--- src/rtl/cli_pkg.sv ---
// cold-load / inrush detector: shared constants, register map and types.
// assumes a 10 MHz core clock and per-unit magnitudes from the front end.
package cli_pkg;

  // timing
  localparam int unsigned CLK_HZ          = 10_000_000;
  localparam int unsigned WINDOW_MS       = 80;
  localparam int unsigned WIN_CYCLES      = WINDOW_MS * (CLK_HZ / 1000);
  localparam int unsigned STEP_MS         = 10;
  localparam int unsigned STEP_CYCLES     = STEP_MS * (CLK_HZ / 1000);
  localparam int unsigned FIRST_CYC_STB   = 2;

  // setting ranges, units 0.01 x In, 0.01 s and percent
  localparam logic [15:0] IDLE_MIN  = 16'h0001;
  localparam logic [15:0] IDLE_MAX  = 16'h0032;
  localparam logic [15:0] START_MIN = 16'h001E;
  localparam logic [15:0] START_MAX = 16'h03E8;
  localparam logic [15:0] MAXT_MIN  = 16'h0001;
  localparam logic [15:0] MAXT_MAX  = 16'h7530;
  localparam logic [15:0] H2_MIN    = 16'h0000;
  localparam logic [15:0] H2_MAX    = 16'h0063;

  // reset values
  localparam logic [15:0] IDLE_RST  = 16'h000A;
  localparam logic [15:0] START_RST = 16'h0078;
  localparam logic [15:0] MAXT_RST  = 16'h0064;
  localparam logic [6:0]  H2_RST    = 7'h0F;

  // register byte addresses
  localparam logic [7:0] A_CTRL     = 8'h00;
  localparam logic [7:0] A_IDLE     = 8'h04;
  localparam logic [7:0] A_START    = 8'h08;
  localparam logic [7:0] A_MAXT     = 8'h0C;
  localparam logic [7:0] A_H2       = 8'h10;
  localparam logic [7:0] A_STATUS   = 8'h14;
  localparam logic [7:0] A_IRQ_STAT = 8'h18;
  localparam logic [7:0] A_IRQ_MASK = 8'h1C;

  // event bit positions in status and mask
  localparam int unsigned EV_COLD_ON  = 0;
  localparam int unsigned EV_INR_ON   = 1;
  localparam int unsigned EV_COLD_OFF = 2;
  localparam int unsigned EV_W        = 3;

  typedef enum logic [3:0] {
    ST_NOT_IDLE = 4'h1,
    ST_IDLE     = 4'h2,
    ST_RISE     = 4'h4,
    ST_ACTIVE   = 4'h8
  } cli_det_e;

  // one measurement update from the front end
  typedef struct packed {
    logic [2:0][15:0] mag;   // fundamental, 0.01 x In per lsb
    logic [2:0][7:0]  ratio; // second_harmonic_ratio, percent
  } cli_meas_s;

endpackage

--- src/rtl/cli_detector.sv ---
// cold-load pickup and magnetizing inrush detector with an APB register file.
// assumes measurement strobe and data come from logic on core_clk.
// What this block does
// - cold load is declared when all phases were idle and one passes start within 80 ms.
// - cold load stays until the maximum time runs out or current drops below start.
// - cold-load and inrush outputs are plain signals for output and blocking matrices.
// - inrush needs the cold-load condition plus a phase ratio above the harmonic setting.
// - a harmonic setting of zero makes inrush follow cold load exactly.
// - inrush blocking starts on the cold-load start condition at once.
// - after the first full cycle inrush stays while a phase ratio is high.
// - after the first cycle inrush drops when no phase ratio is high.
// - no activation unless currents first dropped below idle.
// - no activation when current lingers between idle and start over 80 ms.
// - the idle threshold spans 0.01 to 0.50 x In.
// - the start threshold spans 0.30 to 10.00 x In.
// - maximum time spans up to 300.00 s in 0.01 s steps, the least being instantaneous.
// - the harmonic setting spans 0 to 99 percent.
//
// Local design decisions: the APB slave port and the register offsets.
`timescale 1ns/1ns

module cli_detector #(
  parameter int unsigned WINDOW_CYCLES = cli_pkg::WIN_CYCLES,
  parameter int unsigned STEP_CYC      = cli_pkg::STEP_CYCLES
) (
  input  wire logic              core_clk,   // system clock
  input  wire logic              reset_n,    // sync reset, active low
  input  wire logic              psel,       // apb select
  input  wire logic              penable,    // apb access phase
  input  wire logic              pwrite,     // apb direction
  input  wire logic [7:0]        paddr,      // apb byte address
  input  wire logic [31:0]       pwdata,     // apb write data
  output logic      [31:0]       prdata,     // apb read data
  output logic                   pready,     // apb ready
  output logic                   pslverr,    // apb error on unmapped address
  input  wire logic              meas_stb,   // new measurement, one cycle
  input  wire cli_pkg::cli_meas_s meas,      // per-phase data
  output logic                   cold_load,  // cold-load detection level
  output logic                   inrush,     // inrush detection level
  output logic                   irq         // level interrupt
);

  typedef struct packed {
    cli_pkg::cli_det_e            st;
    logic [19:0]                  win_cnt;
    logic [19:0]                  step_cnt;
    logic [15:0]                  act_cnt;
    logic [1:0]                   cyc_cnt;
    logic                         h2_hold;
    logic                         cold;
    logic                         inr;
    logic                         en;
    logic [15:0]                  idle_thr;
    logic [15:0]                  start_thr;
    logic [15:0]                  max_t;
    logic [6:0]                   h2_set;
    logic [cli_pkg::EV_W-1:0]     irq_stat;
    logic [cli_pkg::EV_W-1:0]     irq_mask;
    logic                         irq;
    logic                         pready;
    logic                         pslverr;
    logic [31:0]                  prdata;
  } cli_state_s;

  localparam cli_state_s RST = '{
    st:        cli_pkg::ST_NOT_IDLE,
    win_cnt:   20'h00000,
    step_cnt:  20'h00000,
    act_cnt:   16'h0000,
    cyc_cnt:   2'h0,
    h2_hold:   1'b0,
    cold:      1'b0,
    inr:       1'b0,
    en:        1'b1,
    idle_thr:  cli_pkg::IDLE_RST,
    start_thr: cli_pkg::START_RST,
    max_t:     cli_pkg::MAXT_RST,
    h2_set:    cli_pkg::H2_RST,
    irq_stat:  3'h0,
    irq_mask:  3'h0,
    irq:       1'b0,
    pready:    1'b0,
    pslverr:   1'b0,
    prdata:    32'h00000000
  };

  localparam logic [19:0] WIN_LAST  = 20'(WINDOW_CYCLES - 1);
  localparam logic [19:0] STEP_LAST = 20'(STEP_CYC - 1);
  localparam logic [1:0]  FIRST_CYC = 2'(cli_pkg::FIRST_CYC_STB);

  cli_state_s s_q;
  cli_state_s s_d;

  function automatic logic any_above(input logic [2:0][15:0] v, input logic [15:0] thr);
    logic r;
    r = 1'b0;
    for (int i = 0; i < 3; i++) begin
      r = r | (v[i] > thr);
    end
    return r;
  endfunction

  function automatic logic all_below(input logic [2:0][15:0] v, input logic [15:0] thr);
    logic r;
    r = 1'b1;
    for (int i = 0; i < 3; i++) begin
      r = r & (v[i] < thr);
    end
    return r;
  endfunction

  // out-of-range writes saturate, so the logic never sees an illegal setting
  function automatic logic [15:0] clamp(input logic [31:0] v, input logic [15:0] lo,
                                        input logic [15:0] hi);
    logic [15:0] r;
    r = v[15:0];
    if (v < {16'h0000, lo}) begin
      r = lo;
    end else if (v > {16'h0000, hi}) begin
      r = hi;
    end
    return r;
  endfunction

  function automatic logic ratio_high(input logic [2:0][7:0] rt, input logic [6:0] set);
    logic r;
    r = 1'b0;
    for (int i = 0; i < 3; i++) begin
      r = r | (rt[i] > {1'b0, set});
    end
    return r;
  endfunction

  logic                     idle_now;
  logic                     start_now;
  logic                     h2_now;
  logic                     wr_acc;
  logic                     step_tick;
  logic [cli_pkg::EV_W-1:0] ev;
  logic [cli_pkg::EV_W-1:0] w1c;
  logic [15:0]              clamped;

  always_comb begin
    s_d       = s_q;
    idle_now  = all_below(meas.mag, s_q.idle_thr);
    start_now = any_above(meas.mag, s_q.start_thr);
    h2_now    = ratio_high(meas.ratio, s_q.h2_set);
    ev        = '0;
    w1c       = '0;
    clamped   = 16'h0000;
    step_tick = (s_q.step_cnt == STEP_LAST);
    wr_acc    = psel & penable & s_q.pready & pwrite;

    // apb: decode in setup, answer registered in the first access cycle
    s_d.pready  = psel & ~penable;
    s_d.pslverr = 1'b0;
    s_d.prdata  = 32'h00000000;
    if (psel & ~penable) begin
      unique case (paddr)
        cli_pkg::A_CTRL:     s_d.prdata = {31'h00000000, s_q.en};
        cli_pkg::A_IDLE:     s_d.prdata = {16'h0000, s_q.idle_thr};
        cli_pkg::A_START:    s_d.prdata = {16'h0000, s_q.start_thr};
        cli_pkg::A_MAXT:     s_d.prdata = {16'h0000, s_q.max_t};
        cli_pkg::A_H2:       s_d.prdata = {25'h0000000, s_q.h2_set};
        cli_pkg::A_STATUS:   s_d.prdata = {26'h0000000, s_q.st, s_q.inr, s_q.cold};
        cli_pkg::A_IRQ_STAT: s_d.prdata = {29'h00000000, s_q.irq_stat};
        cli_pkg::A_IRQ_MASK: s_d.prdata = {29'h00000000, s_q.irq_mask};
        default:             s_d.pslverr = 1'b1;
      endcase
    end
    if (wr_acc) begin
      unique case (paddr)
        cli_pkg::A_CTRL: begin
          s_d.en = pwdata[0];
        end
        cli_pkg::A_IDLE: begin
          s_d.idle_thr = clamp(pwdata, cli_pkg::IDLE_MIN, cli_pkg::IDLE_MAX);
        end
        cli_pkg::A_START: begin
          s_d.start_thr = clamp(pwdata, cli_pkg::START_MIN, cli_pkg::START_MAX);
        end
        cli_pkg::A_MAXT: begin
          s_d.max_t = clamp(pwdata, cli_pkg::MAXT_MIN, cli_pkg::MAXT_MAX);
        end
        cli_pkg::A_H2: begin
          clamped    = clamp(pwdata, cli_pkg::H2_MIN, cli_pkg::H2_MAX);
          s_d.h2_set = clamped[6:0];
        end
        cli_pkg::A_IRQ_STAT: begin
          w1c = pwdata[cli_pkg::EV_W-1:0];
        end
        cli_pkg::A_IRQ_MASK: begin
          s_d.irq_mask = pwdata[cli_pkg::EV_W-1:0];
        end
        default: begin
        end
      endcase
    end

    // detector
    unique case (s_q.st)
      cli_pkg::ST_NOT_IDLE: begin
        if (meas_stb && idle_now) begin
          s_d.st = cli_pkg::ST_IDLE;
        end
      end
      cli_pkg::ST_IDLE: begin
        if (meas_stb && start_now) begin
          s_d.st = cli_pkg::ST_ACTIVE;
        end else if (meas_stb && !idle_now) begin
          s_d.st      = cli_pkg::ST_RISE;
          s_d.win_cnt = 20'h00000;
        end
      end
      cli_pkg::ST_RISE: begin
        s_d.win_cnt = s_q.win_cnt + 20'h00001;
        if (meas_stb && start_now) begin
          s_d.st = cli_pkg::ST_ACTIVE;
        end else if (meas_stb && idle_now) begin
          s_d.st = cli_pkg::ST_IDLE;
        end else if (s_q.win_cnt >= WIN_LAST) begin
          s_d.st = cli_pkg::ST_NOT_IDLE;
        end
      end
      cli_pkg::ST_ACTIVE: begin
        s_d.step_cnt = step_tick ? 20'h00000 : s_q.step_cnt + 20'h00001;
        if (step_tick) begin
          s_d.act_cnt = s_q.act_cnt + 16'h0001;
        end
        if (meas_stb) begin
          if (s_q.cyc_cnt < FIRST_CYC) begin
            s_d.cyc_cnt = s_q.cyc_cnt + 2'h1;
          end else begin
            s_d.h2_hold = h2_now;
          end
        end
        // a setting of one step ends at the first tick: the instantaneous case
        if ((step_tick && (s_d.act_cnt >= s_q.max_t)) ||
            (meas_stb && !start_now)) begin
          s_d.st = cli_pkg::ST_NOT_IDLE;
        end
      end
      default: begin
        s_d.st = cli_pkg::ST_NOT_IDLE;
      end
    endcase

    if (!s_q.en) begin
      s_d.st = cli_pkg::ST_NOT_IDLE;
    end
    if (s_d.st == cli_pkg::ST_ACTIVE && s_q.st != cli_pkg::ST_ACTIVE) begin
      s_d.step_cnt = 20'h00000;
      s_d.act_cnt  = 16'h0000;
      s_d.cyc_cnt  = 2'h0;
      s_d.h2_hold  = 1'b1;
    end

    // outputs follow the next state so they rise with the detection edge
    s_d.cold = (s_d.st == cli_pkg::ST_ACTIVE);
    s_d.inr  = s_d.cold & ((s_q.h2_set == 7'h00) | s_d.h2_hold);

    ev[cli_pkg::EV_COLD_ON]  = s_d.cold & ~s_q.cold;
    ev[cli_pkg::EV_INR_ON]   = s_d.inr & ~s_q.inr;
    ev[cli_pkg::EV_COLD_OFF] = ~s_d.cold & s_q.cold;
    // a new event wins over a clear in the same cycle
    s_d.irq_stat = (s_q.irq_stat & ~w1c) | ev;
    s_d.irq      = |(s_d.irq_stat & s_d.irq_mask);

    if (!reset_n) begin
      s_d = RST;
    end
  end

  always_ff @(posedge core_clk) begin
    s_q <= s_d;
  end

  assign prdata    = s_q.prdata;
  assign pready    = s_q.pready;
  assign pslverr   = s_q.pslverr;
  assign cold_load = s_q.cold;
  assign inrush    = s_q.inr;
  assign irq       = s_q.irq;

endmodule

--- config.mk ---
export PLATFORM = sky130hd
export DESIGN_NAME = cli_detector
export DESIGN_NICKNAME = d
export VERILOG_FILES = /design/src/rtl/cli_pkg.sv /design/src/rtl/cli_detector.sv
export SDC_FILE = /design/constraint.sdc
export NUM_CORES = 1
export LEC_CHECK = 0
export ABC_CLOCK_PERIOD_IN_PS = 4100
export BUFFER_PORTS_ARGS = -buffer_cell sky130_fd_sc_hd__buf_2
export CAP_MARGIN = 5
export CORE_MARGIN = 4
export CORE_UTILIZATION = 50
export CTS_CLUSTER_SIZE = 40
export DETAILED_ROUTE_END_ITERATION = 10
export GPL_TIMING_DRIVEN = 1
export PLACE_DENSITY = 0.71
export SYNTH_ARGS = -nofsm -noshare
export SYNTH_HDL_FRONTEND = slang
export SYNTH_SLANG_ARGS = --single-unit
--- constraint.sdc ---
create_clock -name core_clk -period 4.1 [get_ports core_clk]
set_input_delay 0.205 -clock core_clk [delete_from_list [all_inputs] [get_ports core_clk]]
set_output_delay 0.205 -clock core_clk [all_outputs]
set_load 0.005 [all_outputs]
==> metrics.yaml, run 1 <==
setup_ws_ns: 0.292
fp-row-count: 50
worst_pin_slew_ns: 0.944
yosysSeqAreaShare: 0.298
path_clk_slew_ns: 0.06
vias: 9192
dp_hpwl_microns: 20800
grt_first_pass_wirelength_microns: 43500
end_kind: "flip-flop"
cts_sinks: 146
clock_latency_ns: 0.43
netlist_area_sq_um: 9800
io_pins: 155
seq_area_sq_um: 2920
holdPathStages: 3
wl_per_cell_microns: 16.8
drt_first_iter_violations: 796
cts_buffer_depth: 2
synth_edf_count: 0
nets: 1578
ys_warn_count: 0
routabilityCongestion: 0.931
outcome: "finished clean"
drtAntennaViolNets: 0
fp.coreArea_sq_um: 19000
drc: 0
place_inst: 1567
synth_area_per_cell_sq_um: 8.06
cts-buffers-inserted: 17
stdcell_count: 1600
fillers: 1788
antenna_found_initial: 0
path_class: "flip-flop to flip-flop"
peakVddDrop_mv: 0.281
p_leak_nw: 4.70
fin_crit_ns: 3.81
dieHeight_microns: 148
final_common_cell: "dfxtp_1"
grt_start_max_net_pins: 40
multiInputGateArea_sq_um: 6280
cts_setup_buffers: 0
worstPathArrival_ns: 4.14
drive_above_1_share: 0.149
max_clock_freq_mhz: 263
timing.final.crit_share: 0.929
ys.flop_type: "dfxtp_1"
synth-seq-cells: 146
placed_area_sq_um: 10600
die_area_sq_um: 21900
path_max_fanout: 7
final_area_sq_um: 11200
drv_slew: 0
initial_core_util: 0.515
start_kind: "flip-flop"
hp-class: "primary input to flip-flop"
relSlewSlack: 0.371
hold_viol_final: 0
cts_root_buffer: "clkbuf_16"
maxCapViolCount: 0
routed_wl_microns: 26800
diodes: 0
first_pass_iters: 7
reg2regPathDepth: 18
grt_pass1_vias: 8644
via_per_inst: 5.75
final_core_util: 0.591
die_w_microns: 148
cts_tree: "done"
area_delta_synth_final_pct: 14.7
synthCells: 1216
grt_overflow: 0
dpl_worst_slack_ns: 0.182
async_reset_ff_frac: 0
netlist.area_leader.share: 0.298
synth_largest_area_cell: "dfxtp_1"
ys_types: 64
finalClockSkew_ns: 0.00609
io_buffers: 138
htree_num_levels: 4
ys_top_cells_by_area: "dfxtp_1 30%, ha_1 17%, nand2_1 4.6%, nor2_1 4.2%, a21oi_1 3.9%"
power_per_cell_area_nw_per_um2: 300
cp.required_ns: 4.44
final_cell_mix: "146 x dfxtp_1, 138 x buf_2, 133 x ha_1"
setup_viol: 0
grt_usage: 0.244
==> final timing paths <==
check / startpoint / to / slack, ns
min reg2reg: s_q[58]$_SDFFE_PN0P_ / s_q[58]$_SDFFE_PN0P_ / 0.47
min: psel / pslverr$_SDFF_PN0_ / 0.03
max reg2reg: s_q[118]$_SDFFE_PP0N_ / irq$_SDFF_PN0_ / 0.29
max: s_q[118]$_SDFFE_PP0N_ / irq$_SDFF_PN0_ / 0.29
==> cell families (layout without fill, tap and decap cells) <==
kind of cell / count (synthesis) / in the layout / share of synthesized area
flops: 146 / 146 / 0.298
fa+ha+maj: 133 / 133 / 0.170
buf+inv: 149 / 258 / 0.0702
xor+xnor: 51 / 51 / 0.0456
mux: 12 / 12 / 0.0126
compound gates: 281 / 281 / 0.181
other cells: 1 / 16 / 0.000383
simple gates: 443 / 443 / 0.222
==> worst max-delay path, cell delays in order, from the launching register on <==
cell      delay [ns]
dfxtp_1         0.36
ha_1            0.21
nor4b_2         0.20
nand2_1         0.09
nor3_2          0.23
nand4_1         0.17
nor3_2          0.24
nand3_2         0.15
nor2_1          0.16
xor2_1          0.09
ha_1            0.31
nand4_1         0.14
nor3_2          0.23
nand3_1         0.10
a41oi_1         0.27
a21oi_2         0.08
a31o_2          0.31
mux2_2          0.29
o211ai_1        0.10
==> power by group <==
| part | switching, W | internal, W |
|---|---|---|
| sequential | 0.00000494 | 0.00142 |
| combinational | 0.000162 | 0.000124 |
| clock | 0.000627 | 0.00104 |
==> synth_stat cells (8+ instances only) <==
| library cell | n |
|---|---|
| nand2_1 | 119 |
| o22ai_1 | 11 |
| nor3_1 | 20 |
| mux2i_1 | 9 |
| and3_1 | 31 |
| nand4_1 | 31 |
| buf_4 | 32 |
| a21o_1 | 14 |
| nor2_1 | 109 |
| xor2_1 | 29 |
| and2_1 | 12 |
| nor4_1 | 10 |
| nand3_1 | 39 |
| a22oi_1 | 13 |
| inv_1 | 73 |
| clkbuf_1 | 41 |
| o211ai_1 | 11 |
| a21boi_0 | 16 |
| a211oi_1 | 8 |
| nand2b_1 | 12 |
| or3_1 | 19 |
| a21oi_1 | 77 |
| xnor2_1 | 22 |
| dfxtp_1 | 146 |
| or4_1 | 9 |
| nor2b_1 | 12 |
| ha_1 | 133 |
| o21ai_0 | 73 |
==> per-layer routing <==
layer  track usage  wire length [microns]
met1         0.335                  12000
met2         0.389                  11900
met3        0.0543                   2450
met4        0.0628                    418
met5             0                      0
==> state kept, by name, summed over array words and instances (netlist names) <==
signal	cells
prdata	16
irq	1
pslverr	1
inrush	1
pready	1
s_q	125
cold_load	1
==> cell type report <==
type,instances,area share
multi-input cells,936,0.559
flip-flops and latches,146,0.260
repair buffers,153,0.0717
clock buffers,20,0.0398
well taps,260,0.0290
inverters,73,0.0244
clock inverters,12,0.0159
==> metrics by stage <==
| stage | hold WS [ns] | setup TNS, ns | power [W] |
|---|---|---|---|
| global placement | 0.398 | 0 | 0.00173 |
| global route | 0.0379 | -0.00191 | 0.00349 |
| detailed placement | 0.401 | 0 | 0.00174 |
| CTS | 0.0171 | 0 | 0.00339 |
| finish | 0.0327 | 0 | 0.00338 |
| floorplan | 0.283 | 0 | 0.00163 |
==> timing repair <==
action                                  CTS  global route
hold endpoints to repair                  2             0
resized for setup                         0             5
hold buffers                              1             0
endpoints found under the setup margin    0             7
No activity file was read; power rests on OpenSTA's default activity.
==> inputs of run 2 (changes only) <==
Settings changed: CORE_ASPECT_RATIO set to 1.4, CORE_UTILIZATION 50 to 25, PLACE_DENSITY 0.71 to 0.39.
==> run 2 against run 1 <==
Flip-flop and latch count unchanged. Sequential power hardly changed. Largest power group unchanged. Via count is 2.5% lower.
==> metrics.yaml, run 2 (synthesis gave the netlist of run 1 again) <==
outcome: "finished clean"
grt_first_pass_wirelength_microns: 50800  # +17%
reg2reg_to: "irq$_SDFF_PN0_"
area_delta_synth_final_pct: 19.1
via_per_inst: 4.77  # -17%
timing.final.crit_share: 0.892  # -0.0367
finalClockSkew_ns: 0.00741  # +0.00131 ns
end_kind: "flip-flop"
io_buffers: 138  # unchanged
grt_start_max_net_pins: 53  # +33%
reg2reg_from: "s_q[118]$_SDFFE_PP0N_"
grt_overflow: 0  # unchanged
grt_pass1_vias: 9275  # +7.3%
path_clk_slew_ns: 0.06  # about the same
top_register: "s_q"
hold_viol_final: 0  # unchanged
dp_hpwl_microns: 26400  # +27%
routed_wl_microns: 32300  # +21%
relSlewSlack: 0.435  # +0.0641
cts_tree: "done"
path_cells: "ha_1 > nor4b_2 > nand2_1 > nor3_4 > nand4_1 > nor3_2 > nand3_2 > buf_4 > xnor2_1 > ha_1 > a21oi_1 > o21a_1 > nor2_1 > nor2_1 > a41oi_2 > a21oi_2 > a31o_2 > mux2_2 > o211ai_1"
final_common_cell: "dfxtp_1"
final_cell_mix: "146 x dfxtp_1, 138 x buf_2, 133 x ha_1"
max_clock_freq_mhz: 273  # +4.1%
setup_viol: 0  # unchanged
startpoint: "s_q[118]$_SDFFE_PP0N_"
cts_setup_buffers: 0  # unchanged
die_area_sq_um: 42500  # +94%
nets: 1596  # +1.1%
slowest_stage: "dfxtp_1"
crit_buf_inv: 1  # +1
htree_num_levels: 4  # unchanged
tns_ns: 0  # unchanged
path_class: "flip-flop to flip-flop"
peakVddDrop_mv: 0.231  # -18%
start_kind: "flip-flop"
antenna_found_initial: 0  # unchanged
cts_root_buffer: "clkbuf_16"
dieHeight_microns: 242  # +64%
rsz0062_at_grt: "false"
reg2regPathDepth: 19  # +1
final_core_util: 0.302  # -0.288
dpl_worst_slack_ns: 0.0666  # -0.115 ns
r2r_slack_ns: 0.44  # +0.15 ns
fin_crit_ns: 3.66  # -0.150 ns
clock_latency_ns: 0.44  # about the same
routabilityCongestion: 0.799  # -14%
initial_core_util: 0.254  # -0.261
largest_reg_flops: 125  # unchanged
fp.coreArea_sq_um: 38600  # +100%
fp-row-count: 85  # +70%
setup_ws_ns: 0.442  # +0.150 ns
diodes: 0  # unchanged
worst_pin_slew_ns: 0.848  # -0.0960 ns
io_pins: 155  # unchanged
hp-class: "primary input to flip-flop"
cp.required_ns: 4.46  # +0.02 ns
cts_buffer_depth: 2  # unchanged
cts-buffers-inserted: 17  # unchanged
die_w_microns: 175  # +18%
wl_per_cell_microns: 17.2  # +2.7%
maxCapViolCount: 0  # unchanged
path_max_fanout: 7  # unchanged
drt_first_iter_violations: 321  # -60%
p_leak_nw: 4.79  # +1.9%
cp-endpoint: "irq$_SDFF_PN0_"
final_area_sq_um: 11700  # +3.9%
drive_above_1_share: 0.161  # +0.0115
grt_usage: 0.152  # -0.0913
power_per_cell_area_nw_per_um2: 281  # -6.5%
placed_area_sq_um: 11000  # +4.3%
crit_path_max_incr_delay_ns: 0.36  # about the same
drc: 0  # unchanged
worstPathArrival_ns: 4.02  # -0.12 ns
drtAntennaViolNets: 0  # unchanged
first_pass_iters: 5  # -2
drv_slew: 0  # unchanged
power_w: 0.00328  # -2.8%
cts_sinks: 146  # unchanged
cp_top_family: "simple AND/OR/NAND/NOR gates"
vias: 8964  # -2.5%
worst-path-stages: 19  # +1
run 2: cell types whose count changed in the layout (fill, tap and decap cells not counted), sizes merged:
cell         before  now
inv              75   73
bufinv            4    2
clkinvlp          3    2
clkbuf           20   21
clkinv            3    5
dlygate4sd3       1    2
buf             152  169
run 2: worst register-to-register path, delay by kind of cell, from the launching register on:
kind,cells,cell delay (ns)
AOI/OAI and AO/OA,6,0.93
DFF,1,0.36
and+or+nand+nor,8,1.17
buffers and inverters,1,0.16
adders and majority gates,2,0.49
xor gates and xnor gates,1,0.12
muxes,1,0.35
run 2: layout make-up:
class	count	area [sq um]
Clock inverter	9	108
Multi-Input combinational cell	936	6300
Inverter	73	274
Clock buffer	21	470
Sequential cell	146	2920
Fill cell	4235	26900
Tap cell	522	653
Timing Repair Buffer	171	943
run 2: stage by stage:
| step | cells | hold slack, ns |
|---|---|---|
| 2_1_floorplan | 1231 | 0.283 |
| 3_3_place_gp | 1846 | 0.406 |
| 3_5_place_dp | 1846 | 0.408 |
| 4_1_cts | 1878 | 0.00933 |
| 5_1_grt | 1878 | 0.0214 |
| 6_report | 1878 | 0.0249 |
run 2: worst min-delay path by stage:
stage	cells past startpoint	start	end
global route	3	psel	pready$_SDFF_PN0_
global placement	2	penable	pslverr$_SDFF_PN0_
floorplan	1	penable	pslverr$_SDFF_PN0_
finish	3	psel	pready$_SDFF_PN0_
CTS	3	psel	pready$_SDFF_PN0_
detailed placement	2	penable	pslverr$_SDFF_PN0_
run 2: what timing repair did:
action | CTS | global route
endpoints found under the hold margin | 2 | 0
gates resized for setup | 0 | 9
setup endpoints to repair | 0 | 7
hold buffers | 2 | 0
run 2: power breakdown:
| group | leakage [nW] | switching [W] | internal [W] | total, W |
|---|---|---|---|---|
| combinational | 3.33 | 0.000168 | 0.000126 | 0.000294 |
| clock | 0.281 | 0.000626 | 0.000934 | 0.00156 |
| sequential | 1.18 | 0.00000486 | 0.00142 | 0.00143 |
run 2: routing by layer:
layer / GRT usage / vias to the layer above / part of all wire / wire length, microns
li1: - / 4572 / - / -
met1: 0.166 / 4172 / 0.40 / 12900
met2: 0.286 / 165 / 0.53 / 17200
met3: 0.0236 / 55 / 0.031 / 1000
met4: 0.0696 / 0 / 0.038 / 1230
met5: 0 / - / 0 / 0
